### config.mk
export PLATFORM = sky130hd
export DESIGN_NAME = afh_hop_seq
export DESIGN_NICKNAME = d
export VERILOG_FILES = /design/src/verilog/afh_pkg.sv /design/src/verilog/afh_dwell_timer.sv /design/src/verilog/afh_hop_seq.sv /design/src/verilog/afh_trig_sync.sv
export SDC_FILE = /design/constraint.sdc
export NUM_CORES = 2
export LEC_CHECK = 0
export BUFFER_PORTS_ARGS = -buffer_cell sky130_fd_sc_hd__buf_2
export CORE_UTILIZATION = 50
export CTS_CLUSTER_DIAMETER = 200
export CTS_CLUSTER_SIZE = 8
export DETAILED_ROUTE_END_ITERATION = 10
export MAX_ROUTING_LAYER = met4
export PLACE_DENSITY = 0.63
export SLEW_MARGIN = 0
export SYNTH_ARGS = -nofsm -noshare
export SYNTH_HDL_FRONTEND = slang
export SYNTH_SLANG_ARGS = --single-unit
### constraint.sdc
create_clock -name ref_clk -period 4.27 [get_ports ref_clk]
set_input_delay 0.854 -clock ref_clk [delete_from_list [all_inputs] [get_ports ref_clk]]
set_output_delay 0.854 -clock ref_clk [all_outputs]
set_load 0.03 [all_outputs]
### src/verilog/afh_pkg.sv
package afh_pkg;

    // ****************************************
    // Sizes
    // ****************************************
    localparam int TBL_DEPTH = 16;
    localparam int IDX_W     = 4;
    localparam int LVL_W     = 16;
    localparam int FRQ_W     = 32;
    localparam int DWL_W     = 24;
    localparam int ADDR_W    = 12;

    // ****************************************
    // Register byte addresses
    // ****************************************
    localparam logic [ADDR_W-1:0] REG_CTRL    = 12'h000;
    localparam logic [ADDR_W-1:0] REG_CARRIER = 12'h004;
    localparam logic [ADDR_W-1:0] REG_DWELL   = 12'h008;
    localparam logic [ADDR_W-1:0] REG_MARKER  = 12'h00c;
    localparam logic [ADDR_W-1:0] REG_LENGTH  = 12'h010;
    localparam logic [ADDR_W-1:0] REG_TRIG    = 12'h014;
    localparam logic [ADDR_W-1:0] REG_STATUS  = 12'h018;
    localparam logic [ADDR_W-1:0] REG_DC      = 12'h01c;
    localparam logic [ADDR_W-1:0] TBL_LVL_BASE = 12'h100;
    localparam logic [ADDR_W-1:0] TBL_FRQ_BASE = 12'h200;
    localparam logic [ADDR_W-1:0] TBL_DWL_BASE = 12'h300;
    localparam logic [ADDR_W-1:0] TBL_MASK     = 12'hf00;

    // ****************************************
    // Control fields
    // ****************************************
    localparam int CTRL_AMP_EN   = 0;
    localparam int CTRL_FRQ_EN   = 1;
    localparam int CTRL_VAR_DWL  = 2;
    localparam int CTRL_SYNC_EN  = 3;
    localparam int CTRL_BASE_CW  = 4;
    localparam int CTRL_RUN_LO   = 5;
    localparam int CTRL_RUN_HI   = 6;

    // ****************************************
    // Reset values
    // ****************************************
    localparam logic [6:0]       CTRL_RST    = 7'h00;
    localparam logic [FRQ_W-1:0] CARRIER_RST = 32'h0000_0000;
    localparam logic [DWL_W-1:0] DWELL_RST   = 24'h00_0001;
    localparam logic [LVL_W-1:0] DC_RST      = 16'h0000;

    // ****************************************
    // Run modes and states
    // ****************************************
    typedef enum logic [1:0] {
        RUN_CONT  = 2'h0,
        RUN_TRIG  = 2'h1,
        RUN_BURST = 2'h2
    } afh_run_t;

    typedef enum logic [2:0] {
        ST_IDLE = 3'b001,
        ST_HOP  = 3'b010,
        ST_WAIT = 3'b100
    } afh_state_t;

endpackage

### src/verilog/afh_dwell_timer.sv
`timescale 1ns/1ps
// Counts down a dwell; done pulses when the count expires.
module afh_dwell_timer
(
    input  wire logic                      ref_clk,
    input  wire logic                      rst_b,
    input  wire logic                      load,
    input  wire logic [afh_pkg::DWL_W-1:0] load_val,
    input  wire logic                      run,
    output logic                           done
);

    logic [afh_pkg::DWL_W-1:0] count;

    // Last cycle of the dwell, so the reload lands on the expiring edge
    assign done = run && (count == afh_pkg::DWL_W'(1));

    always_ff @(posedge ref_clk or negedge rst_b)
    begin
        if (!rst_b)
        begin
            count <= '0;
        end
        else if (load)
        begin
            // Zero dwell treated as one cycle
            count <= (load_val == '0) ? afh_pkg::DWL_W'(1) : load_val;
        end
        else if (run && count != '0)
        begin
            count <= count - afh_pkg::DWL_W'(1);
        end
    end

endmodule

### src/verilog/afh_hop_seq.sv
// Our own choices: the AHB-Lite register port and the register offsets.
`timescale 1ns/1ps
//
// Function
// RQ1: Separate enables for amplitude hop and frequency hop; hop only when enabled.
// RQ2: Fixed mode holds every entry for one programmed dwell time.
// RQ3: Variable mode holds each entry for the dwell stored with it.
// RQ4: Global dwell used only in fixed mode, ignored in variable mode.
// RQ5: Amplitude hop applies table levels to output, one per step, in order.
// RQ6: Frequency hop steps through table frequencies in written order.
// RQ7: Sync pulse when sequencer reaches the marker index step.
// RQ8: No marker pulse unless sync output enable is set.
// RQ9: Baseline CW or DC chooses idle output in triggered or burst modes.
// RQ10: DC baseline idles at DC level, hops only after accepted trigger.
// RQ11: CW baseline idles on carrier, hops per trigger, then returns to carrier.
// RQ12: Carrier register is unmodulated output frequency before hopping.
// RQ13: Continuous mode wraps from last entry to first while enabled.
//
module afh_hop_seq
(
    input  wire logic                      ref_clk,
    input  wire logic                      rst_b,
    input  wire logic                      hsel,
    input  wire logic [31:0]               haddr,
    input  wire logic [1:0]                htrans,
    input  wire logic                      hwrite,
    input  wire logic [2:0]                hsize,
    input  wire logic [31:0]               hwdata,
    input  wire logic                      hready,
    output logic [31:0]                    hrdata,
    output logic                           hreadyout,
    output logic                           hresp,
    input  wire logic                      trig_in,
    output logic [afh_pkg::LVL_W-1:0]      out_level,
    output logic [afh_pkg::FRQ_W-1:0]      out_freq,
    output logic                           out_dc,
    output logic                           sync_out
);

    // ****************************************
    // Storage
    // ****************************************
    logic [6:0]                  ctrl;
    logic [afh_pkg::FRQ_W-1:0]   carrier;
    logic [afh_pkg::DWL_W-1:0]   dwell;
    logic [afh_pkg::IDX_W-1:0]   marker;
    logic [afh_pkg::IDX_W-1:0]   last_idx;
    logic [afh_pkg::LVL_W-1:0]   dc_level;
    logic [afh_pkg::LVL_W-1:0]   lvl_tbl [afh_pkg::TBL_DEPTH];
    logic [afh_pkg::FRQ_W-1:0]   frq_tbl [afh_pkg::TBL_DEPTH];
    logic [afh_pkg::DWL_W-1:0]   dwl_tbl [afh_pkg::TBL_DEPTH];
    logic                        sw_trig;
    logic [afh_pkg::IDX_W-1:0]   idx;
    afh_pkg::afh_state_t         state;

    // ****************************************
    // AHB-Lite slave
    // ****************************************
    logic                        ap_wr;
    logic                        ap_rd;
    logic [afh_pkg::ADDR_W-1:0]  ap_addr;
    logic [afh_pkg::ADDR_W-1:0]  tbl_sel;
    logic [afh_pkg::IDX_W-1:0]   tbl_idx;
    logic                        hop_on;
    logic                        hw_trig;
    afh_pkg::afh_run_t           run_mode;

    assign tbl_sel  = ap_addr & afh_pkg::TBL_MASK;
    assign tbl_idx  = ap_addr[afh_pkg::IDX_W+1:2];
    assign hop_on   = ctrl[afh_pkg::CTRL_AMP_EN] | ctrl[afh_pkg::CTRL_FRQ_EN];
    assign run_mode = afh_pkg::afh_run_t'(ctrl[afh_pkg::CTRL_RUN_HI:afh_pkg::CTRL_RUN_LO]);

    // Registered address phase, zero wait state
    always_ff @(posedge ref_clk or negedge rst_b)
    begin
        if (!rst_b)
        begin
            ap_wr   <= 1'b0;
            ap_rd   <= 1'b0;
            ap_addr <= '0;
        end
        else if (hready)
        begin
            ap_wr   <= hsel && htrans[1] && hwrite;
            ap_rd   <= hsel && htrans[1] && !hwrite;
            ap_addr <= haddr[afh_pkg::ADDR_W-1:0];
        end
    end

    always_ff @(posedge ref_clk or negedge rst_b)
    begin
        if (!rst_b)
        begin
            hreadyout <= 1'b1;
            hresp     <= 1'b0;
        end
        else
        begin
            hreadyout <= 1'b1;
            hresp     <= 1'b0;
        end
    end

    // Control registers
    always_ff @(posedge ref_clk or negedge rst_b)
    begin
        if (!rst_b)
        begin
            ctrl     <= afh_pkg::CTRL_RST;
            carrier  <= afh_pkg::CARRIER_RST;
            dwell    <= afh_pkg::DWELL_RST;
            marker   <= '0;
            last_idx <= '0;
            dc_level <= afh_pkg::DC_RST;
            sw_trig  <= 1'b0;
        end
        else
        begin
            sw_trig <= 1'b0;
            if (ap_wr)
            begin
                if (ap_addr == afh_pkg::REG_CTRL)
                begin
                    ctrl <= hwdata[6:0];
                end
                else if (ap_addr == afh_pkg::REG_CARRIER)
                begin
                    carrier <= hwdata;
                end
                else if (ap_addr == afh_pkg::REG_DWELL)
                begin
                    dwell <= hwdata[afh_pkg::DWL_W-1:0];
                end
                else if (ap_addr == afh_pkg::REG_MARKER)
                begin
                    marker <= hwdata[afh_pkg::IDX_W-1:0];
                end
                else if (ap_addr == afh_pkg::REG_LENGTH)
                begin
                    last_idx <= hwdata[afh_pkg::IDX_W-1:0];
                end
                else if (ap_addr == afh_pkg::REG_TRIG)
                begin
                    sw_trig <= hwdata[0];
                end
                else if (ap_addr == afh_pkg::REG_DC)
                begin
                    dc_level <= hwdata[afh_pkg::LVL_W-1:0];
                end
            end
        end
    end

    // Hop tables, one entry per word
    always_ff @(posedge ref_clk)
    begin
        if (ap_wr && tbl_sel == afh_pkg::TBL_LVL_BASE)
        begin
            lvl_tbl[tbl_idx] <= hwdata[afh_pkg::LVL_W-1:0];
        end
        if (ap_wr && tbl_sel == afh_pkg::TBL_FRQ_BASE)
        begin
            frq_tbl[tbl_idx] <= hwdata;
        end
        if (ap_wr && tbl_sel == afh_pkg::TBL_DWL_BASE)
        begin
            dwl_tbl[tbl_idx] <= hwdata[afh_pkg::DWL_W-1:0];
        end
    end

    // Read data
    always_ff @(posedge ref_clk or negedge rst_b)
    begin
        if (!rst_b)
        begin
            hrdata <= '0;
        end
        else if (hready && hsel && htrans[1] && !hwrite)
        begin
            if (haddr[afh_pkg::ADDR_W-1:0] == afh_pkg::REG_CTRL)
            begin
                hrdata <= {25'h0, ctrl};
            end
            else if (haddr[afh_pkg::ADDR_W-1:0] == afh_pkg::REG_CARRIER)
            begin
                hrdata <= carrier;
            end
            else if (haddr[afh_pkg::ADDR_W-1:0] == afh_pkg::REG_DWELL)
            begin
                hrdata <= {8'h0, dwell};
            end
            else if (haddr[afh_pkg::ADDR_W-1:0] == afh_pkg::REG_MARKER)
            begin
                hrdata <= {28'h0, marker};
            end
            else if (haddr[afh_pkg::ADDR_W-1:0] == afh_pkg::REG_LENGTH)
            begin
                hrdata <= {28'h0, last_idx};
            end
            else if (haddr[afh_pkg::ADDR_W-1:0] == afh_pkg::REG_STATUS)
            begin
                hrdata <= {25'h0, state, idx};
            end
            else if (haddr[afh_pkg::ADDR_W-1:0] == afh_pkg::REG_DC)
            begin
                hrdata <= {16'h0, dc_level};
            end
            else
            begin
                hrdata <= 32'h0000_0000;
            end
        end
    end

    // ****************************************
    // Trigger and dwell
    // ****************************************
    logic                        ext_trig;
    logic                        dwl_load;
    logic                        dwl_done;
    logic [afh_pkg::DWL_W-1:0]   dwl_val;
    logic [afh_pkg::IDX_W-1:0]   next_idx;
    logic [afh_pkg::IDX_W-1:0]   load_idx;

    afh_trig_sync u_trig
    (
        .ref_clk (ref_clk),
        .rst_b   (rst_b),
        .pin     (trig_in),
        .rise    (ext_trig)
    );

    assign hw_trig  = ext_trig | sw_trig;
    assign next_idx = (idx == last_idx) ? '0 : idx + afh_pkg::IDX_W'(1);
    assign load_idx = (state == afh_pkg::ST_IDLE) ? '0 : next_idx;
    // Per-step dwell in variable mode, global otherwise
    assign dwl_val  = ctrl[afh_pkg::CTRL_VAR_DWL] ? dwl_tbl[load_idx] : dwell; // RQ3 RQ4
    assign dwl_load = (state == afh_pkg::ST_IDLE && hop_on
                       && (run_mode == afh_pkg::RUN_CONT || hw_trig))
                      || (state == afh_pkg::ST_HOP && dwl_done
                          && (idx != last_idx || run_mode == afh_pkg::RUN_CONT));

    afh_dwell_timer u_dwell
    (
        .ref_clk  (ref_clk),
        .rst_b    (rst_b),
        .load     (dwl_load),
        .load_val (dwl_val),
        .run      (state == afh_pkg::ST_HOP),
        .done     (dwl_done)
    );

    // ****************************************
    // Sequencer
    // ****************************************
    always_ff @(posedge ref_clk or negedge rst_b)
    begin
        if (!rst_b)
        begin
            state <= afh_pkg::ST_IDLE;
            idx   <= '0;
        end
        else if (!hop_on)
        begin
            state <= afh_pkg::ST_IDLE; // RQ1
            idx   <= '0;
        end
        else
        begin
            case (state)
                afh_pkg::ST_IDLE:
                begin
                    if (dwl_load)
                    begin
                        state <= afh_pkg::ST_HOP; // RQ10 RQ11
                        idx   <= '0;
                    end
                end
                afh_pkg::ST_HOP:
                begin
                    if (dwl_done)
                    begin
                        if (idx == last_idx && run_mode != afh_pkg::RUN_CONT)
                        begin
                            state <= afh_pkg::ST_IDLE; // RQ11
                        end
                        else
                        begin
                            idx <= next_idx; // RQ2 RQ6 RQ13
                        end
                    end
                end
                default:
                begin
                    state <= afh_pkg::ST_IDLE;
                end
            endcase
        end
    end

    // ****************************************
    // Outputs
    // ****************************************
    logic hopping;
    logic idle_dc;

    assign hopping = (state == afh_pkg::ST_HOP);
    assign idle_dc = !hopping && hop_on && run_mode != afh_pkg::RUN_CONT
                     && !ctrl[afh_pkg::CTRL_BASE_CW]; // RQ9

    always_ff @(posedge ref_clk or negedge rst_b)
    begin
        if (!rst_b)
        begin
            out_level <= '0;
            out_freq  <= '0;
            out_dc    <= 1'b0;
            sync_out  <= 1'b0;
        end
        else
        begin
            out_dc   <= idle_dc; // RQ10
            out_freq <= (hopping && ctrl[afh_pkg::CTRL_FRQ_EN]) ? frq_tbl[idx] : carrier; // RQ6 RQ12
            if (idle_dc)
            begin
                out_level <= dc_level;
            end
            else if (hopping && ctrl[afh_pkg::CTRL_AMP_EN])
            begin
                out_level <= lvl_tbl[idx]; // RQ5
            end
            else
            begin
                out_level <= '1;
            end
            // One pulse per arrival at the marker step
            sync_out <= ctrl[afh_pkg::CTRL_SYNC_EN] && dwl_load && (load_idx == marker); // RQ7 RQ8
        end
    end

endmodule

### src/verilog/afh_trig_sync.sv
`timescale 1ns/1ps
// Three-stage input sync; one pulse per accepted rising edge.
module afh_trig_sync
(
    input  wire logic ref_clk,
    input  wire logic rst_b,
    input  wire logic pin,
    output logic      rise
);

    logic s1;
    logic s2;
    logic s3;
    logic level;

    always_ff @(posedge ref_clk or negedge rst_b)
    begin
        if (!rst_b)
        begin
            s1    <= 1'b0;
            s2    <= 1'b0;
            s3    <= 1'b0;
            level <= 1'b0;
            rise  <= 1'b0;
        end
        else
        begin
            s1 <= pin;
            s2 <= s1;
            s3 <= s2;
            rise <= (s2 == s3) && s3 && !level;
            if (s2 == s3)
            begin
                level <= s3;
            end
        end
    end

endmodule
* Yosys cells after proc, flatten, opt, wreduce, memory -nomap -nowiden
Memory sizes are Yosys's and may differ from the RTL's.
Index checks and enable logic that the tools add are counted.
Widths: inputs -> output; s select.
** Storage, ports and cells
- Flip-flop bits (word level) :: 219
- RAM bits :: 1152
- Bits of input ports :: 75
- Output and inout bits :: 84
- Logic and storage cells :: 147
- Memories kept :: 3
** Operators by class
- Add/subtract/negate cells :: 2
- Eq/ne operators :: 27
- Multiplexer cells :: 39
- Bitwise gates (word level) :: 8
- Reduce and logical (&&, ||, !) cells :: 46
** Memory list
- frq_tbl :: depth 16, width 32, rd ports 1, clocked after Yosys merged registers in 0, wr ports 1, RTL line afh_hop_seq.sv:50 : logic [afh_pkg::FRQ_W-1:0] frq_tbl [afh_pkg::TBL_DEPTH];
- dwl_tbl :: depth 16, width 24, rd ports 1, clocked after Yosys merged registers in 0, wr ports 1, RTL line afh_hop_seq.sv:51 : logic [afh_pkg::DWL_W-1:0] dwl_tbl [afh_pkg::TBL_DEPTH];
- lvl_tbl :: depth 16, width 16, rd ports 1, clocked after Yosys merged registers in 0, wr ports 1, RTL line afh_hop_seq.sv:49 : logic [afh_pkg::LVL_W-1:0] lvl_tbl [afh_pkg::TBL_DEPTH];
** Operator list (number)
- $mux 24 :: 5
- $mux 16 :: 6
- $mux 32 :: 3
- $eq 12x5->1 const B :: 6
- $eq 12x4->1 const B :: 4
- $eq 12x3->1 const B :: 2
- $eq 24x1->1 const B :: 1
- $logic_and 1x1->1 :: 24
- $logic_not 12->1 :: 2
- $logic_not 24->1 :: 1
- $mux 4 :: 6
- $reduce_bool 24->1 :: 1
- $sub 24x1->24 const B :: 1
- $mux 1 :: 13
- $mux 3 :: 4
- $ne 3x3->1 const B :: 3
- $eq 4x2->1 const B :: 2
- $eq 4x4->1 :: 2
- $pmux 4 s2 :: 1
- $reduce_and 4->1 :: 2
- $reduce_and 8->1 :: 1
- $not 1->1 :: 6
- $pmux 3 s2 :: 1
- $reduce_and 3->1 :: 2
- 16 further kinds :: 23

* Depth between registers and ports, before layout
- Depth in word-level cells :: 8
- Depth in mapped cells :: 15
- Mapped depth without buffers :: 10

* By module
Synthesis repeated with hierarchy kept, for this count alone.
** Unflattened totals
- Cell total of the unflattened synthesis :: 3176
- Area, all modules :: 54801.3 µm²
** Modules (own cells, without submodules)
- afh_hop_seq :: instances 1, cells each 2967, area an instance 52967.0 µm², sequential area each 39325.2 µm²
- afh_dwell_timer :: instances 1, cells each 201, area an instance 1675.4 µm², sequential area each 600.6 µm²
- afh_trig_sync :: instances 1, cells each 8, area an instance 158.9 µm², sequential area each 125.1 µm²

* Worst setup path after synthesis
Ideal clock, no wire load.
- Path kind :: register -> register
- Start :: register idx[0] (netlist name)
- End :: register out_freq[10] (netlist name)
- Setup time :: 125 ps
- Arrival :: 3201 ps
- Data required time :: 4145 ps
- Path slack :: 944 ps
- Stages on the path, launching flop included :: 10
- Buffers on the path :: 6
- Period minus slack after synthesis :: 3326 ps
- Path through :: dfrtp_1 buf_6 buf_2 buf_2 buf_2 clkbuf_1 buf_1 mux4_2 mux4_2 mux2_2
** Between the ends
- Cells in the longest elaborated chain, start to end :: 2
** Ends and longest elaborated chain
- from (decl) :: RTL line afh_hop_seq.sv:53 : logic [afh_pkg::IDX_W-1:0] idx;
- from (signal assigned) :: RTL line afh_hop_seq.sv:289 : idx <= next_idx;
- $mem_v2 16x32
- $mux 32 :: RTL line afh_hop_seq.sv:323 : out_freq <= (hopping && ctrl[afh_pkg::CTRL_FRQ_EN]) ? frq_tbl[idx] : carrier;
- to (signal assigned) :: RTL line afh_hop_seq.sv:323
- to (decl) :: RTL line afh_hop_seq.sv:35 : output logic [afh_pkg::FRQ_W-1:0] out_freq,
No other way between the ends.
A chain may end at the register's enable or synchronous reset.

* Final worst setup path
- Start :: register idx[0] (netlist name)
- End :: register u_dwell.count[0] (netlist name)
** Between the ends
- Cells in the longest elaborated chain, start to end :: 8
- Elaborated cells between the ends (all ways) :: 14
- Classes of those cells :: add/sub (1); eq/ne (2); mux (5); reduce/logical (5); memory (1)
** Ends and longest elaborated chain
- $add 4x1->4 or $eq 4x4->1 (tied branches) :: RTL line afh_hop_seq.sv:234 : assign next_idx = (idx == last_idx) ? '0 : idx + afh_pkg::IDX_W'(1);
- $mux 4 :: RTL line afh_hop_seq.sv:234
- $mux 4 :: RTL line afh_hop_seq.sv:235 : assign load_idx = (state == afh_pkg::ST_IDLE) ? '0 : next_idx;
- $mem_v2 16x24
- $mux 24 :: RTL line afh_hop_seq.sv:237 : assign dwl_val = ctrl[afh_pkg::CTRL_VAR_DWL] ? dwl_tbl[load_idx] : dwell;
- $logic_not 24->1 :: RTL line afh_dwell_timer.sv:27 : count <= (load_val == '0) ? afh_pkg::DWL_W'(1) : load_val;
- $mux 24 :: RTL line afh_dwell_timer.sv:27
- $mux 24 :: RTL line afh_dwell_timer.sv:24 : else if (load)
- to (signal assigned) :: RTL line afh_dwell_timer.sv:27
- to (signal assigned) :: RTL line afh_dwell_timer.sv:31 : count <= count - afh_pkg::DWL_W'(1);
- to (decl) :: RTL line afh_dwell_timer.sv:13 : logic [afh_pkg::DWL_W-1:0] count;
Parallel ways exist; a longest one is shown, timed or not.

==> flow_metrics.tcl <==
set metrics [dict create \
    htreeDepth 4 \
    grt_overflow 0 \
    p_per_area_mw_per_mm2 474 \
    place_congestion 0.918 \
    rows 119 \
    vias 30181 \
    syn_area_mm2 0.0535 \
    dp_hpwl_um 83200 \
    placement.io_buffers 132 \
    path_class "flop to flop" \
    die-width_um 329 \
    drv_cap 0 \
    pre_cts_ws_ps 417 \
    total_leakage_power_nw 20.7 \
    die-area_mm2 0.108 \
    worst_pin_slew_ps 1240 \
    dieHeight_um 329 \
    regArea_mm2 0.0401 \
    path_cells "ha_1, xnor2_2, buf_4, a21oi_1, buf_4, a21oi_1, nor3_1, a211oi_1, nor3_1, or4_1, or4_1, o31ai_1" \
    avgRoutedWirePerCell_um 31.6 \
    end_kind "flop" \
    cts_buffers 189 \
    status "finished, violations left" \
    fin_skew_ps 52.1 \
    start_util 0.507 \
    drv_slew 0 \
    layout_commonest_cell "edfxtp_1" \
    cts_hold_buf 0 \
    cts_setup_buffers 0 \
    cts.path.max_buffers 3 \
    start_kind "flop" \
    fill_cells 7778 \
    first_global_vias 30658 \
    swShare 0.212 \
    p_clk_frac 0.474 \
    syn-num-nets 2958 \
    ys_seq_area_frac 0.748 \
    setup_tns_ps 0 \
    wl_um 149000 \
    violations "design-rule violations" \
    wl_met3_um 14300 \
    setup_violations 0 \
    cts_tree "built" \
    first_iter_violations 3984 \
    layout-drive-gt1-share 0.279 \
    num_io_pins 159 \
    synth_cell_types 78 \
    hp-class "primary input to async pin" \
    ctsResizeCount 0 \
    grt_max_degree 105 \
    clock.fmax_mhz 251 \
    postSynthCellCount 2878 \
    crit_buf_inv 2 \
    path_delay_family "simple AND/OR/NAND/NOR gates" \
    root_buffer "clkbuf_16" \
    synth_edf_count 1152 \
    met1Wirelength_um 57900 \
    clock_latency_ps 800 \
    relSlewSlack 0.171 \
    multi_input_area_mm2 0.0129 \
    power_frac_seq 0.501 \
    met2WireLength_um 72600 \
    power.internal_mw 23.2 \
    nets 3252 \
    cts_sinks 1370 \
    cp.arrival_ps 4670 \
    critPathRequiredTime_ps 4960 \
    period_minus_slack_ps 3980 \
    crit_fanout 22 \
    yosys_warnings 0 \
    area_growth_pct 16.2 \
    grt_use_total 0.288 \
    ys.flop_type "edfxtp_1" \
    layout_common_cells "edfxtp_1, mux4_2, dfrtp_1, clkbuf_16, nand2_1" \
    max_stage_delay_ps 610 \
    ant_nets 0 \
    hold_viol_final 0 \
    grt_first_pass_wirelength_um 214000 \
    worst_slack_ps 292 \
    ys_seq_elements 1370 \
    ir_worst_vdd_uv 407 \
    dr.pass1.iters 10 \
    synthArstFlopShare 0.159 \
    avgSynthCellArea_um2 18.6 \
    p_sw_mw 6.25 \
    path_clk_slew_ps 60 \
    antenna_found_initial 9 \
    core_area_mm2 0.106 \
    topRoutingLayerUsed "met4" \
    power_frac_comb 0.025 \
    vias_per_cell 6.40 \
    finalCritPeriodShare 0.932 \
    slowest_stage "or4_1" \
    drc 6 \
    rsz0062_at_grt "no" \
]
## synthesized netlist by cell type, drive strengths merged, types with 7 or more instances
cell type  number  area, um^2
nor2b          14        87.6
nor3           38         190
a22oi          14         105
o221ai         14         123
nor4           16         115
a32oi           8        70.1
o32ai           7        61.3
and3            8        50.1
o22a           21         184
nand2         148         556
clkbuf        104         390
or4            11        82.6
xnor2          24         218
a222oi         18         180
o22ai          35         219
dfrtp         216        5410
edfxtp       1152       34600
or3            12        75.1
inv            17        63.8
o21ai         101         505
o2111ai         7        61.3
nor2          133         504
nand3          37         185
mux2          132        1490
a211oi         26         195
mux4          243        5470
xor2           11         111
a21oi          65         329
a221oi         10        87.6
mux2i          43         430
a31oi          25         156
o31ai          10        75.1
buf            64         327
## cell families (layout without fill, tap and decap cells)
family                     count (synthesis)  after routing  share of synthesized area
and+or+nand+nor                          443            443                     0.0380
AOI/OAI and AO/OA                        419            419                     0.0539
buffers and inverters                    186            629                     0.0147
muxes                                    418            418                      0.138
other                                      2              7                   0.000140
adders and majority gates                  5              5                    0.00117
DFF                                     1370           1370                      0.748
xor gates and xnor gates                  35             35                    0.00615
## metal layers
layer  vias to the layer above  GRT usage
met1                     15885      0.383
li1                      12313          -
met3                       276     0.0632
met4                         0     0.0868
met2                      1707      0.448
met5                         -          -
## sequential cells by signal (all words and copies together) (netlist names), 2 cells and up
signal,cells
ap_addr,12
carrier,32
ctrl,7
dc_level,16
dwell,24
dwl_tbl,384
frq_tbl,512
hrdata,32
idx,4
last_idx,4
lvl_tbl,256
marker,4
out_freq,32
out_level,16
state,2
u_dwell.count,24
## metrics by stage
step | utilization | area, um^2 | cells | power [mW] | hold WS (ps)
floorplan | - | 53500 | 2878 | 15.3 | 331
CTS | 0.589 | 62200 | 4712 | 29.6 | 77.1
global placement | 0.535 | 56600 | 4372 | 15.7 | 348
global route | 0.589 | 62200 | 4717 | 30.3 | 103
finish | 0.589 | 62200 | 4717 | 29.5 | 77.2
detailed placement | 0.535 | 56600 | 4372 | 15.7 | 342
## final timing paths
path / start / end / slack [ps] / depth (start not counted)
worst max-delay path: idx[0]$_DFFE_PN0P_ / u_dwell.count[0]$_DFFE_PN0P_ / 290 / 12
worst min register to register: u_trig.s1$_DFF_PN0_ / u_trig.s2$_DFF_PN0_ / 360 / 0
max in group asynchronous: rst_b / dc_level[12]$_DFFE_PN0P_ / 3030 / 2
worst max register to register: idx[0]$_DFFE_PN0P_ / u_dwell.count[0]$_DFFE_PN0P_ / 290 / 12
worst min-delay path: rst_b / hrdata[8]$_DFFE_PN0P_ / 80 / 1
min in group ref_clk: trig_in / u_trig.s1$_DFF_PN0_ / 190 / 1
## power by group through the flow
stage          Sequential, mW  Clock (mW)  Combinational, mW
6_report                 14.8        14.0              0.731
5_1_grt                  14.8        14.7              0.794
4_1_cts                  14.8        14.1              0.728
3_5_place_dp             15.0           0              0.724
3_3_place_gp             15.0           0              0.686
2_1_floorplan            15.0           0              0.317
## area by class of cell
type                            count  area share
Timing Repair Buffer              271      0.0288
Tap cell                         1391      0.0280
Antenna cell                        5    0.000201
Clock buffer                      326      0.0849
Clock inverter                     14     0.00529
Multi-Input combinational cell   1322       0.208
Sequential cell                  1370       0.644
Inverter                           18     0.00109
(Power assumes the default switching activity.)
